[src/verilog/ifm_pkg.sv]
`default_nettype none

package ifm_pkg;

  ////////////////////////////////////////////////////////////////////////////
  // Bus and register map
  localparam int unsigned     ADDR_W       = 8;
  localparam int unsigned     DATA_W       = 32;
  localparam int unsigned     NUM_CFG      = 6;
  localparam int unsigned     IDX_W        = 3;

  localparam logic [7:0]      OFF_CTRL     = 8'h00;
  localparam logic [7:0]      OFF_PROTO    = 8'h04;
  localparam logic [7:0]      OFF_SRC_ADDR = 8'h08;
  localparam logic [7:0]      OFF_SRC_MASK = 8'h0C;
  localparam logic [7:0]      OFF_DST_ADDR = 8'h10;
  localparam logic [7:0]      OFF_DST_MASK = 8'h14;
  localparam logic [7:0]      OFF_STATUS   = 8'h18;

  localparam logic [2:0]      IDX_CTRL     = 3'h0;
  localparam logic [2:0]      IDX_PROTO    = 3'h1;
  localparam logic [2:0]      IDX_SRC_ADDR = 3'h2;
  localparam logic [2:0]      IDX_SRC_MASK = 3'h3;
  localparam logic [2:0]      IDX_DST_ADDR = 3'h4;
  localparam logic [2:0]      IDX_DST_MASK = 3'h5;
  localparam logic [2:0]      IDX_STATUS   = 3'h6;
  localparam logic [2:0]      IDX_NONE     = 3'h7;

  // Writable bits per register; everything else reads as zero
  localparam logic [31:0]     CTRL_MASK    = 32'h0003_FF77;
  localparam logic [31:0]     PROTO_MASK   = 32'h0000_00FF;
  localparam logic [31:0]     CFG_RST      = 32'h0000_0000;

  ////////////////////////////////////////////////////////////////////////////
  // Control register fields
  localparam int unsigned     FT_POS       = 0;
  localparam int unsigned     PM_POS       = 4;
  localparam int unsigned     TTL_POS      = 8;
  localparam int unsigned     FRAG_POS     = 10;
  localparam int unsigned     OPT_POS      = 12;
  localparam int unsigned     SRC_POS      = 14;
  localparam int unsigned     DST_POS      = 16;
  localparam int unsigned     STAT_CNT_POS = 16;

  localparam logic [2:0]      FT_ANY       = 3'h0;
  localparam logic [2:0]      FT_IPV4      = 3'h3;

  localparam logic [2:0]      PM_ANY       = 3'h0;
  localparam logic [2:0]      PM_SPECIFIC  = 3'h1;
  localparam logic [2:0]      PM_ICMP      = 3'h2;
  localparam logic [2:0]      PM_UDP       = 3'h3;
  localparam logic [2:0]      PM_TCP       = 3'h4;

  // Tri-state criteria: any / zero-or-no / nonzero-or-yes
  localparam logic [1:0]      TRI_ANY      = 2'h0;
  localparam logic [1:0]      TRI_NO       = 2'h1;
  localparam logic [1:0]      TRI_YES      = 2'h2;

  localparam logic [1:0]      AM_ANY       = 2'h0;
  localparam logic [1:0]      AM_HOST      = 2'h1;
  localparam logic [1:0]      AM_NETWORK   = 2'h2;

  localparam logic [7:0]      IPPROTO_ICMP = 8'h01;
  localparam logic [7:0]      IPPROTO_TCP  = 8'h06;
  localparam logic [7:0]      IPPROTO_UDP  = 8'h11;
  localparam logic [3:0]      IHL_NO_OPT   = 4'h5;

  ////////////////////////////////////////////////////////////////////////////
  // Carriers
  typedef struct packed {
    logic        valid;
    logic        is_ipv4;
    logic [7:0]  protocol;
    logic [7:0]  ttl;
    logic        more_fragments_flag;
    logic [12:0] fragment_offset_field;
    logic [3:0]  header_len;
    logic [31:0] source_ip;
    logic [31:0] destination_ip;
  } ifm_hdr_type;

  typedef struct packed {
    logic hit_valid;
    logic entry_hit;
    logic icmp_params_en;
    logic udp_params_en;
    logic tcp_params_en;
  } ifm_result_type;

  typedef enum logic [1:0] {
    ST_IDLE   = 2'b01,
    ST_ACCESS = 2'b10
  } ifm_apb_state_type;

  ////////////////////////////////////////////////////////////////////////////
  function automatic logic [2:0] reg_index(input logic [7:0] addr);
    logic [2:0] idx;
    unique case (addr)
      OFF_CTRL:     idx = IDX_CTRL;
      OFF_PROTO:    idx = IDX_PROTO;
      OFF_SRC_ADDR: idx = IDX_SRC_ADDR;
      OFF_SRC_MASK: idx = IDX_SRC_MASK;
      OFF_DST_ADDR: idx = IDX_DST_ADDR;
      OFF_DST_MASK: idx = IDX_DST_MASK;
      OFF_STATUS:   idx = IDX_STATUS;
      default:      idx = IDX_NONE;
    endcase
    return idx;
  endfunction : reg_index

  function automatic logic [31:0] merge_strb(input logic [31:0] old_v,
                                             input logic [31:0] new_v,
                                             input logic [3:0]  strb);
    logic [31:0] res;
    res = old_v;
    for (int b = 0; b < 4; b++) begin
      if (strb[b]) begin
        res[8*b +: 8] = new_v[8*b +: 8];
      end
    end
    return res;
  endfunction : merge_strb

endpackage : ifm_pkg

`default_nettype wire

[src/verilog/ifm_ipv4_ace_field_matcher.sv]
// Functional notes
// IPv4 criteria apply only when the entry's frame type is IPv4.
// Protocol don't-care ignores the IPv4 protocol number.
// Protocol specific: frame protocol must equal the 8-bit value.
// ICMP, UDP, TCP choices match that protocol and enable its criteria.
// TTL zero: frames with TTL above zero never hit.
// TTL non-zero: frames with TTL above zero may hit.
// Fragment No: more-fragments or nonzero offset frames never hit.
// Fragment Yes: fragmented frames may hit.
// Options No: frames with options never hit.
// Options Yes: frames with options may hit.
// TTL, fragment and options each have a don't-care setting.
// Source don't-care ignores the source address.
// Source host compares all 32 source address bits.
// Source network compares source address under a mask.
// Destination don't-care ignores the destination address.
// Destination host compares all 32 destination address bits.
// Destination network compares destination address under a mask.
// Network: masked frame equals masked config; host: full equality.
// Hit only when every enabled criterion matches; don't-care matches.
`default_nettype none
module ifm_ipv4_ace_field_matcher #(
  parameter int unsigned CNT_W = 16
) (
  input  wire logic                    pclk,
  input  wire logic                    presetn,
  input  wire logic                    psel,
  input  wire logic                    penable,
  input  wire logic                    pwrite,
  input  wire logic [7:0]              paddr,
  input  wire logic [31:0]             pwdata,
  input  wire logic [3:0]              pstrb,
  output logic      [31:0]             prdata,
  output logic                         pready,
  output logic                         pslverr,
  input  wire ifm_pkg::ifm_hdr_type    hdr,
  output ifm_pkg::ifm_result_type      res
);

  ////////////////////////////////////////////////////////////////////////////
  // Declarations
  ifm_pkg::ifm_apb_state_type st_q;
  ifm_pkg::ifm_apb_state_type st_d;
  logic [31:0]                prdata_q;
  logic [31:0]                prdata_d;
  logic                       pready_q;
  logic                       pready_d;
  logic                       pslverr_q;
  logic                       pslverr_d;
  logic                       wr_en;
  logic [2:0]                 idx;
  logic [31:0]                cfg_q [ifm_pkg::NUM_CFG];
  logic [31:0]                cfg_d [ifm_pkg::NUM_CFG];
  logic [CNT_W-1:0]           cnt_q;
  logic [CNT_W-1:0]           cnt_d;
  logic                       seen_q;
  logic                       seen_d;
  ifm_pkg::ifm_result_type    res_q;
  ifm_pkg::ifm_result_type    res_d;
  logic [31:0]                ctrl;
  logic [31:0]                status_word;
  logic [2:0]                 ftype;
  logic [2:0]                 pmode;
  logic [1:0]                 ttl_mode;
  logic [1:0]                 frag_mode;
  logic [1:0]                 opt_mode;
  logic [1:0]                 src_mode;
  logic [1:0]                 dst_mode;
  logic [7:0]                 proto_val;
  logic                       ipv4_sel;
  logic                       proto_ok;
  logic                       ttl_ok;
  logic                       frag_ok;
  logic                       opt_ok;
  logic                       src_ok;
  logic                       dst_ok;
  logic                       fragmented;
  logic                       has_options;

  ////////////////////////////////////////////////////////////////////////////
  // APB slave: zero wait state, answers in the first access cycle
  assign idx = ifm_pkg::reg_index(paddr);

  always_comb begin
    st_d      = st_q;
    prdata_d  = prdata_q;
    pready_d  = 1'b0;
    pslverr_d = 1'b0;
    wr_en     = 1'b0;
    unique case (st_q)
      ifm_pkg::ST_IDLE: begin
        if (psel && !penable) begin
          st_d      = ifm_pkg::ST_ACCESS;
          pready_d  = 1'b1;
          pslverr_d = (idx == ifm_pkg::IDX_NONE);
          if (idx == ifm_pkg::IDX_NONE || pwrite) begin
            prdata_d = 32'h0000_0000;
          end else if (idx == ifm_pkg::IDX_STATUS) begin
            prdata_d = status_word;
          end else begin
            prdata_d = cfg_q[idx];
          end
        end
      end
      ifm_pkg::ST_ACCESS: begin
        // Write lands only on the completing edge
        if (psel && penable && pready_q) begin
          st_d  = ifm_pkg::ST_IDLE;
          wr_en = pwrite && (idx != ifm_pkg::IDX_NONE);
        end else begin
          pready_d  = pready_q;
          pslverr_d = pslverr_q;
        end
      end
    endcase
  end

  always_ff @(posedge pclk or negedge presetn) begin
    if (!presetn) begin
      st_q      <= ifm_pkg::ST_IDLE;
      prdata_q  <= 32'h0000_0000;
      pready_q  <= 1'b0;
      pslverr_q <= 1'b0;
    end else begin
      st_q      <= st_d;
      prdata_q  <= prdata_d;
      pready_q  <= pready_d;
      pslverr_q <= pslverr_d;
    end
  end

  ////////////////////////////////////////////////////////////////////////////
  // Configuration registers, flops addressed by index
  always_comb begin
    for (int i = 0; i < ifm_pkg::NUM_CFG; i++) begin
      cfg_d[i] = cfg_q[i];
    end
    if (wr_en && idx != ifm_pkg::IDX_STATUS) begin
      cfg_d[idx] = ifm_pkg::merge_strb(cfg_q[idx], pwdata, pstrb);
    end
    // Reserved bits stay zero so they read back as zero
    cfg_d[ifm_pkg::IDX_CTRL]  = cfg_d[ifm_pkg::IDX_CTRL] &
                                ifm_pkg::CTRL_MASK;
    cfg_d[ifm_pkg::IDX_PROTO] = cfg_d[ifm_pkg::IDX_PROTO] &
                                ifm_pkg::PROTO_MASK;
  end

  always_ff @(posedge pclk or negedge presetn) begin
    if (!presetn) begin
      for (int i = 0; i < ifm_pkg::NUM_CFG; i++) begin
        cfg_q[i] <= ifm_pkg::CFG_RST;
      end
    end else begin
      for (int i = 0; i < ifm_pkg::NUM_CFG; i++) begin
        cfg_q[i] <= cfg_d[i];
      end
    end
  end

  ////////////////////////////////////////////////////////////////////////////
  // Field decode
  assign ctrl      = cfg_q[ifm_pkg::IDX_CTRL];
  assign ftype     = ctrl[ifm_pkg::FT_POS +: 3];
  assign pmode     = ctrl[ifm_pkg::PM_POS +: 3];
  assign ttl_mode  = ctrl[ifm_pkg::TTL_POS +: 2];
  assign frag_mode = ctrl[ifm_pkg::FRAG_POS +: 2];
  assign opt_mode  = ctrl[ifm_pkg::OPT_POS +: 2];
  assign src_mode  = ctrl[ifm_pkg::SRC_POS +: 2];
  assign dst_mode  = ctrl[ifm_pkg::DST_POS +: 2];
  assign proto_val = cfg_q[ifm_pkg::IDX_PROTO][7:0];

  assign status_word = {cfg_cnt_ext(cnt_q), 14'h0000, seen_q,
                        res_q.entry_hit};

  function automatic logic [15:0] cfg_cnt_ext(input logic [CNT_W-1:0] c);
    logic [31:0] w;
    w = 32'(c);
    return w[15:0];
  endfunction : cfg_cnt_ext

  ////////////////////////////////////////////////////////////////////////////
  // Criteria
  assign ipv4_sel = hdr.valid && hdr.is_ipv4 &&
                    (ftype == ifm_pkg::FT_IPV4);

  always_comb begin
    unique case (pmode)
      ifm_pkg::PM_ANY:      proto_ok = 1'b1;
      ifm_pkg::PM_SPECIFIC: proto_ok = (hdr.protocol == proto_val);
      ifm_pkg::PM_ICMP:     proto_ok = (hdr.protocol ==
                                        ifm_pkg::IPPROTO_ICMP);
      ifm_pkg::PM_UDP:      proto_ok = (hdr.protocol ==
                                        ifm_pkg::IPPROTO_UDP);
      ifm_pkg::PM_TCP:      proto_ok = (hdr.protocol ==
                                        ifm_pkg::IPPROTO_TCP);
      // Undefined codes never hit, safer than matching all
      default:              proto_ok = 1'b0;
    endcase
  end

  assign fragmented  = hdr.more_fragments_flag ||
                       (hdr.fragment_offset_field != 13'h0000);
  assign has_options = (hdr.header_len > ifm_pkg::IHL_NO_OPT);

  ifm_tri_crit u_ttl (
    .mode    (ttl_mode),
    .present (hdr.ttl != 8'h00),
    .ok      (ttl_ok)
  );

  ifm_tri_crit u_frag (
    .mode    (frag_mode),
    .present (fragmented),
    .ok      (frag_ok)
  );

  ifm_tri_crit u_opt (
    .mode    (opt_mode),
    .present (has_options),
    .ok      (opt_ok)
  );

  ifm_addr_crit #(
    .AW (32)
  ) u_src (
    .mode       (src_mode),
    .frame_addr (hdr.source_ip),
    .cfg_addr   (cfg_q[ifm_pkg::IDX_SRC_ADDR]),
    .cfg_mask   (cfg_q[ifm_pkg::IDX_SRC_MASK]),
    .ok         (src_ok)
  );

  ifm_addr_crit #(
    .AW (32)
  ) u_dst (
    .mode       (dst_mode),
    .frame_addr (hdr.destination_ip),
    .cfg_addr   (cfg_q[ifm_pkg::IDX_DST_ADDR]),
    .cfg_mask   (cfg_q[ifm_pkg::IDX_DST_MASK]),
    .ok         (dst_ok)
  );

  ////////////////////////////////////////////////////////////////////////////
  // Result stage, one cycle after the header
  always_comb begin
    res_d.hit_valid      = hdr.valid;
    res_d.entry_hit      = ipv4_sel && proto_ok && ttl_ok && frag_ok &&
                           opt_ok && src_ok && dst_ok;
    res_d.icmp_params_en = (ftype == ifm_pkg::FT_IPV4) &&
                           (pmode == ifm_pkg::PM_ICMP);
    res_d.udp_params_en  = (ftype == ifm_pkg::FT_IPV4) &&
                           (pmode == ifm_pkg::PM_UDP);
    res_d.tcp_params_en  = (ftype == ifm_pkg::FT_IPV4) &&
                           (pmode == ifm_pkg::PM_TCP);
    seen_d = seen_q || hdr.valid;
    cnt_d  = cnt_q;
    if (wr_en && idx == ifm_pkg::IDX_STATUS) begin
      seen_d = hdr.valid;
      cnt_d  = '0;
    end
    // A hit in the clearing cycle still counts
    if (res_d.entry_hit) begin
      cnt_d = cnt_d + CNT_W'(1);
    end
  end

  always_ff @(posedge pclk or negedge presetn) begin
    if (!presetn) begin
      res_q  <= '0;
      cnt_q  <= '0;
      seen_q <= 1'b0;
    end else begin
      res_q  <= res_d;
      cnt_q  <= cnt_d;
      seen_q <= seen_d;
    end
  end

  assign prdata  = prdata_q;
  assign pready  = pready_q;
  assign pslverr = pslverr_q;
  assign res     = res_q;

  ////////////////////////////////////////////////////////////////////////////
  // Assertions
  a_hit_needs_ipv4: assert property (
    @(posedge pclk) disable iff (!presetn)
    res_q.entry_hit |-> $past(ipv4_sel))
    else $error("hit without IPv4 entry and frame");

  a_proto_value: assert property (
    @(posedge pclk) disable iff (!presetn)
    ipv4_sel && pmode == ifm_pkg::PM_SPECIFIC && hdr.protocol != proto_val
    |=> !res_q.entry_hit)
    else $error("protocol mismatch still hit");

  a_ttl_zero: assert property (
    @(posedge pclk) disable iff (!presetn)
    ipv4_sel && ttl_mode == ifm_pkg::TRI_NO && hdr.ttl != 8'h00
    |=> !res_q.entry_hit)
    else $error("nonzero ttl hit a zero-ttl entry");

  a_frag_no: assert property (
    @(posedge pclk) disable iff (!presetn)
    ipv4_sel && frag_mode == ifm_pkg::TRI_NO &&
    (hdr.more_fragments_flag || hdr.fragment_offset_field != 13'h0000)
    |=> !res_q.entry_hit)
    else $error("fragment hit a no-fragment entry");

  a_opt_no: assert property (
    @(posedge pclk) disable iff (!presetn)
    ipv4_sel && opt_mode == ifm_pkg::TRI_NO && hdr.header_len > 4'h5
    |=> !res_q.entry_hit)
    else $error("options frame hit a no-options entry");

  a_src_host: assert property (
    @(posedge pclk) disable iff (!presetn)
    ipv4_sel && src_mode == ifm_pkg::AM_HOST &&
    hdr.source_ip != cfg_q[ifm_pkg::IDX_SRC_ADDR]
    |=> !res_q.entry_hit)
    else $error("source host mismatch still hit");

  a_dst_network: assert property (
    @(posedge pclk) disable iff (!presetn)
    ipv4_sel && dst_mode == ifm_pkg::AM_NETWORK &&
    ((hdr.destination_ip ^ cfg_q[ifm_pkg::IDX_DST_ADDR]) &
     cfg_q[ifm_pkg::IDX_DST_MASK]) != 32'h0000_0000
    |=> !res_q.entry_hit)
    else $error("destination network mismatch still hit");

  a_all_any_hit: assert property (
    @(posedge pclk) disable iff (!presetn)
    ipv4_sel && ctrl[17:4] == 14'h0000 |=> res_q.entry_hit)
    else $error("all don't-care entry missed an IPv4 frame");

  a_pready_single: assert property (
    @(posedge pclk) disable iff (!presetn)
    psel && !penable && st_q == ifm_pkg::ST_IDLE
    |=> pready_q ##1 !pready_q)
    else $error("pready not a single access cycle");

endmodule : ifm_ipv4_ace_field_matcher

`default_nettype wire

[src/verilog/ifm_tri_crit.sv]
`default_nettype none

module ifm_tri_crit (
  input  wire logic [1:0] mode,
  input  wire logic       present,
  output logic            ok
);

  // Reserved code 3 behaves as don't-care
  always_comb begin
    unique case (mode)
      ifm_pkg::TRI_NO:  ok = !present;
      ifm_pkg::TRI_YES: ok = present;
      default:          ok = 1'b1;
    endcase
  end

endmodule : ifm_tri_crit

`default_nettype wire

[src/verilog/ifm_addr_crit.sv]
`default_nettype none

module ifm_addr_crit #(
  parameter int unsigned AW = 32
) (
  input  wire logic [1:0]    mode,
  input  wire logic [AW-1:0] frame_addr,
  input  wire logic [AW-1:0] cfg_addr,
  input  wire logic [AW-1:0] cfg_mask,
  output logic               ok
);

  // Reserved code 3 behaves as don't-care
  always_comb begin
    unique case (mode)
      ifm_pkg::AM_HOST:    ok = (frame_addr == cfg_addr);
      ifm_pkg::AM_NETWORK: ok = ((frame_addr & cfg_mask) ==
                                 (cfg_addr & cfg_mask));
      default:             ok = 1'b1;
    endcase
  end

endmodule : ifm_addr_crit

`default_nettype wire

[config.mk]
export PLATFORM = sky130hd
export DESIGN_NAME = ifm_ipv4_ace_field_matcher
export DESIGN_NICKNAME = d
export VERILOG_FILES = /design/src/verilog/ifm_pkg.sv /design/src/verilog/ifm_ipv4_ace_field_matcher.sv /design/src/verilog/ifm_tri_crit.sv /design/src/verilog/ifm_addr_crit.sv
export SDC_FILE = /design/constraint.sdc
export NUM_CORES = 1
export LEC_CHECK = 0
export ABC_CLOCK_PERIOD_IN_PS = 2200
export BUFFER_PORTS_ARGS = -buffer_cell sky130_fd_sc_hd__buf_2
export CAP_MARGIN = 10
export CORE_ASPECT_RATIO = 0.9
export CORE_MARGIN = 1
export CORE_UTILIZATION = 52
export DETAILED_ROUTE_END_ITERATION = 10
export PLACE_DENSITY = 0.88
export SKIP_LAST_GASP = 1
export SYNTH_ARGS = -nofsm -noshare
export SYNTH_HDL_FRONTEND = slang
export SYNTH_SLANG_ARGS = --single-unit
export TNS_END_PERCENT = 30
[constraint.sdc]
create_clock -name pclk -period 2.2 [get_ports pclk]
set_input_delay 0.11 -clock pclk [delete_from_list [all_inputs] [get_ports pclk]]
set_output_delay 0.11 -clock pclk [all_outputs]
set_load 0.05 [all_outputs]
## Yosys cells after proc, flatten, opt, wreduce, memory -nomap -nowiden

Cells that the tools add are included.

- Reductions and logical operators: 31
- Multiplexer cells: 36
- Equal/unequal tests: 37
- Add/subtract/negate cells: 1
- Bitwise operators: 5
- Magnitude comparators: 3

Operators with widths:

| kind | number |
|---|---|
| bitwise mux 192 bit | 1 |
| two-way mux 32 bit | 5 |
| AND 32 bit | 4 |
| equality test 32 bit | 4 |
| binary-select mux 32 bit (select 3 bit) | 1 |
| demux 32 bit (select 3 bit) | 1 |
| two-way mux 8 bit | 8 |
| equality test 8 x 5 -> 1 bit, second input constant | 4 |
| two-way mux 16 bit | 2 |
| one-hot mux 3 bit (7 select lines) | 1 |
| logical AND 1 bit | 18 |
| adder 16 x 1 -> 16 bit, second input constant | 1 |
| equality test 8 x 3 -> 1 bit, second input constant | 2 |
| equality test 8 x 4 -> 1 bit, second input constant | 2 |
| one-hot mux 1 bit (2 select lines) | 7 |
| nonzero test 13 bit | 1 |
| equality test 2 x 1 -> 1 bit, second input constant | 6 |
| equality test 2 bit, second input constant | 6 |
| equality test 3 x 2 -> 1 bit, second input constant | 3 |
| equality test 3 bit, second input constant | 3 |
| equality test 8 x 1 -> 1 bit, second input constant | 1 |
| equality test 8 bit | 1 |
| zero test 8 bit | 1 |
| nonzero test 8 bit | 1 |
| 15 further kinds | 29 |

- Output and inout port bits: 39
- Input port bits: 149
- Logic and storage cells: 130
- Bits in registers: 210

## Longest topological paths before layout

- Word-level depth: 10
- Gate-level depth with buffers: 12
- Depth with buffers taken out: 10

## Hierarchy

Synthesis repeated with hierarchy kept, for this count alone.

- Cell total of the unflattened synthesis: 1,110
- Area total of the unflattened synthesis: 11,344.6 µm²

By module, submodules not included:

| module | cells an instance | instances | area each (µm²) |
|---|---|---|---|
| ifm_ipv4_ace_field_matcher | 950 | 1 | 10,060.9 |
| ifm_addr_crit | 71 | 2 | 570.5 |
| ifm_tri_crit | 6 | 3 | 47.5 |

## Worst setup path before layout

Ideal clock, no wire load.

- Kind: register to register
- From: reg pready_q (netlist: pready)
- To: reg cnt_q[12]
- Data arrival time: 2.401 ns
- Path buffers: 1
- Cell stages (with the launch flop): 11
- Clock period less this slack: 2.480 ns
- Library setup time: 0.079 ns
- Data required time: 2.121 ns
- Setup slack: -0.280 ns
- Cell sequence: dfrtp_1 -> nand4_1 -> or3_1 -> clkbuf_1 -> and2_1 -> ha_1 -> nand2_1 -> inv_1 -> and3_1 -> nand4_1 -> mux2i_1

- Cells in the longest elaborated chain, start to end: 7

RTL lines:

| element | RTL line | RTL |
|---|---|---|
| start, declared | ifm_ipv4_ace_field_matcher.sv:46 | `logic pready_q;` |
| start signal, assigned | ifm_ipv4_ace_field_matcher.sv:127 | `pready_q <= pready_d;` |
| logical AND 1 bit * | ifm_ipv4_ace_field_matcher.sv:107 | `if (psel && penable && pready_q) begin` |
| two-way mux 1 bit * | ifm_ipv4_ace_field_matcher.sv:107 |  |
| two-way mux 1 bit * | ifm_ipv4_ace_field_matcher.sv:90 | `unique case (st_q)` |
| logical AND 1 bit * | ifm_ipv4_ace_field_matcher.sv:257 | `if (wr_en && idx == ifm_pkg::IDX_STATUS) begin` |
| two-way mux 16 bit * | ifm_ipv4_ace_field_matcher.sv:257 |  |
| adder 16 x 1 -> 16 bit | ifm_ipv4_ace_field_matcher.sv:263 | `cnt_d = cnt_d + CNT_W'(1);` |
| two-way mux 16 bit * | ifm_ipv4_ace_field_matcher.sv:262 | `if (res_d.entry_hit) begin` |
| named net cnt_d[12] | ifm_ipv4_ace_field_matcher.sv:55 | `logic [CNT_W-1:0] cnt_d;` |
| end signal, assigned | ifm_ipv4_ace_field_matcher.sv:274 | `cnt_q <= cnt_d;` |
| end, declared | ifm_ipv4_ace_field_matcher.sv:54 | `logic [CNT_W-1:0] cnt_q;` |

Mark *: on every way through the listed nets, which the timed path passes. The rest lies on a longest branch.
A chain may end at the register's enable or synchronous reset.

## Final worst setup path

- From: reg cfg_q[32] (netlist name)
- To: reg cnt_q[1]

- Cells in the longest elaborated chain, start to end: 5
- Elaborated cells on any way between the ends: 6
- Those cells by class: eq/ne: 2; mux: 2; bitwise: 1; reduce/logical: 1

RTL lines:

| element | RTL line | RTL |
|---|---|---|
| start, declared | ifm_ipv4_ace_field_matcher.sv:52 | `logic [31:0] cfg_q [ifm_pkg::NUM_CFG];` |
| start signal, assigned by index | ifm_ipv4_ace_field_matcher.sv:151 | `cfg_q[i] <= ifm_pkg::CFG_RST;` |
| start signal, assigned by index | ifm_ipv4_ace_field_matcher.sv:155 | `cfg_q[i] <= cfg_d[i];` |
| AND 32 bit | ifm_addr_crit.sv:18 | `(cfg_addr & cfg_mask));` |
| equality test 32 bit | ifm_addr_crit.sv:17 | `ifm_pkg::AM_NETWORK: ok = ((frame_addr & cfg_mask) ==` |
| one-hot mux 1 bit (2 select lines) * | ifm_addr_crit.sv:15 | `unique case (mode)` |
| logical AND 1 bit * | ifm_ipv4_ace_field_matcher.sv:248 | `opt_ok && src_ok && dst_ok;` |
| two-way mux 16 bit * | ifm_ipv4_ace_field_matcher.sv:262 |  |
| named net cnt_d[1] | ifm_ipv4_ace_field_matcher.sv:55 |  |

Marked as above.

==> results.yml <==
status:
  status: "finished, violations left"
  violations: "negative hold slack, negative setup slack"
synth:
  synth.most_common_cell: "dfrtp_1"
  synth.net_count: 1336
  avgSynthCellArea_um2: 9.714
  yosys-top-cells-area: "dfrtp_1 (46%), mux2_2 (9.5%), mux2i_1 (5.6%)"
  synth_compound_area_share_pct: 14.03
  ys_top_cells_by_count: "dfrtp_1 (209), nand2_1 (167), o21ai_0 (108), mux2_2 (96), inv_1 (71)"
  synthXorXnorAreaFrac_pct: 5.509
  synth_edf_count: 0
  synth-main-ff-cell: "dfrtp_1"
  netlist_instances: 1176
  synth_top_family_by_area: "multiplexers"
  seq_area_frac_synth_pct: 46.01
  synthesis.area_mm2: 0.01142
  ys_async_sr_fraction_pct: 100.0
  synthAdderAreaFrac_pct: 1.205
  yosys_warnings: 0
  yosysUniqueCellTypes: 55
  yosys_register_bits: 210
  yosys.area_share.simple_pct: 13.57
  yosys.area.top_type_share_pct: 45.78
  synth_area_leader_cell: "dfrtp_1"
  synth_mux_area_share_pct: 15.20
worst_hold_path:
  hp-class: "in2reg"
  min_to: "cfg_q[28]"
  holdPathStages: 3
  hold_path.startpoint: "pwdata[28]"
place:
  gp_congestion: 0.9934
  place_hpwl_um: 29300
  port_buffers: 186
  pre_cts_ws_ps: -490.4
timing:
  clock_skew_ps: 10.37
  finalSetupViolations: 16
  period_needed_ps: 2542
  hold_viol: 2
  worst_pin_slew_ps: 652.1
  finalWorstSetupSlack_ps: -342.2
  hold_slack_ps: -10.94
  finalMaxSlewViolations: 0
  fin_crit_sh_pct: 115.6
  maxSlewHeadroom_pct: 55.28
  max_freq_ghz: 0.3934
  rsz0062_at_grt: "true"
final_layout:
  nets: 1693
  antenna_cells: 0
  area_growth_pct: 32.16
  drive_above_1_share_pct: 35.77
  fill_cells: 1559
  post-route-util_pct: 70.00
drt:
  dr.pass1.iters: 5
  drt_first_iter_violations: 1339
  routed_wl_um: 39930
  ant_nets: 0
  num_vias: 10988
  avgViaCountPerCell: 5.981
  drcViolationCount: 0
  avgRoutedWirePerCell_um: 21.74
job:
  max_cap_violations: 0
die:
  rows: 51
  core_area_mm2: 0.02157
  pin_count: 188
  die_area_mm2: 0.02257
  die_h_um: 142.6
  start_util_pct: 52.96
  die_w_um: 158.2
worst_setup_path:
  cp_cell_sequence: "xnor2_1 -> and2b_2 -> a21oi_1 -> nand4_1 -> or4_4 -> a21boi_4 -> buf_12 -> nand2_2 -> mux2_4"
  startpoint_type: "flip-flop"
  r2r_end: "cnt_q[1]"
  cpPeakStageDelay_ps: 460
  r2r-start: "cfg_q[32]"
  endpoint_kind: "flip-flop"
  crit_required_ps: 2590
  slowest_stage: "or4_4"
  worstRegToRegCells: 9
  arrival_ps: 2940
  criticalPathCategory: "reg2reg"
  worst-path-max-fanout: 7
  r2r_slack_ps: -340
grt:
  gr-total-overflow: 0
  first_global_vias: 10981
  antenna_found_initial: 0
  grt_usage_pct: 36.12
  grt_max_degree: 70
  grt_pass1_wl_um: 61320
pwr:
  p_leak_nw: 7.393
  ir_drop_uv: 483.1
  power_mw: 8.376
  power_density_mw_per_mm2: 554.8
cts:
  cts_root_buffer: "clkbuf_16"
  cts_tree: "yes"
  clk_pin_slew_ps: 70
  clk_path_buf_depth: 3
  clk_latency_ps: 520
  numCtsBuffers: 23
  cts_sinks: 210
  htree_levels: 1
-- timing repair --
item	in CTS	in global routing
hold endpoints to repair	107	0
endpoints found under the setup margin	16	21
hold buffers	10	0
pin swaps	2	5
setup buffers	5	2
resized for setup	8	9
-- layout make-up --
cell class                      count  area [um^2]  share of cell area [%]
Tap cell                          291        364.1                   2.412
Inverter                           71        266.5                   1.765
Timing Repair Buffer              390         2716                   17.99
Clock inverter                      9        97.59                  0.6464
Clock buffer                       29        628.1                   4.160
Multi-Input combinational cell    837         5767                   38.20
Sequential cell                   210         5258                   34.83
-- metrics by stage --
| step | TNS, ps | std cells | area [um^2] |
|---|---|---|---|
| after floorplan | -195.6 | 1176 | 11460 |
| after global placement | -6509 | 1782 | 14110 |
| after detailed placement | -9244 | 1782 | 14110 |
| after CTS | -4673 | 1835 | 15040 |
| after global routing | -5882 | 1837 | 15100 |
| final | -4629 | 1837 | 15100 |
-- worst max-delay path: cells and delay by family (launching register included) --
| kind | cells | cell delay, ps |
|---|---|---|
| buffers and inverters | 1 | 140 |
| DFF | 1 | 400 |
| and+or+nand+nor | 4 | 900 |
| xor gates and xnor gates | 1 | 210 |
| AOI/OAI and AO/OA | 2 | 440 |
| muxes | 1 | 310 |
-- cells in the final DEF (no fill, tap or decap), drive strengths merged, types with 36 or more instances in the layout --
| cell type | n |
|---|---|
| nand2 | 167 |
| dfrtp | 209 |
| xnor2 | 55 |
| mux2 | 97 |
| nor2 | 36 |
| buf | 379 |
| mux2i | 64 |
| inv | 71 |
| a21oi | 63 |
| o21ai | 108 |
-- where the power goes --
part | total [mW] | internal [mW] | switching (mW)
sequential | 3.87 | 3.87 | 0.00462
combinational | 0.656 | 0.276 | 0.380
clock | 3.85 | 2.24 | 1.61
total | 8.38 | 6.38 | 1.99
-- routing by layer --
metal  vias to the layer above  share of wire [%]  global-route usage (%)
li1                       4838                  -                       -
met1                      5359                 40                   49.33
met2                       670                 46                   57.13
met3                       121                9.6                   6.495
met4                         0                4.0                   14.02
met5                         -                  0                       0
-- how the worst max path moves through the flow --
stage,from,to
finish,cfg_q[32],cnt_q[1]
global placement,cfg_q[56],cnt_q[3]
CTS,cfg_q[56],cnt_q[1]
detailed placement,cfg_q[56],cnt_q[13]
floorplan,cfg_q[46],cnt_q[1]
global route,cfg_q[114],cnt_q[4]
-- state kept, by name, indices dropped and copies added, names as in the netlist --
name,count
seen_q,1
st_q,2
prdata,32
ctrl,16
cnt_q,16
pready,1
pslverr,1
res,5
cfg_q,136
-- cells by family (layout without fill, tap and decap cells) --
kind of cell / Yosys count / in the layout
buf+inv: 129 / 499
mux: 161 / 161
simple gates: 327 / 327
fa+ha+maj: 11 / 11
flops: 210 / 210
xor+xnor: 71 / 71
compound gates: 267 / 267
No activity file was read; power rests on OpenSTA's default activity.
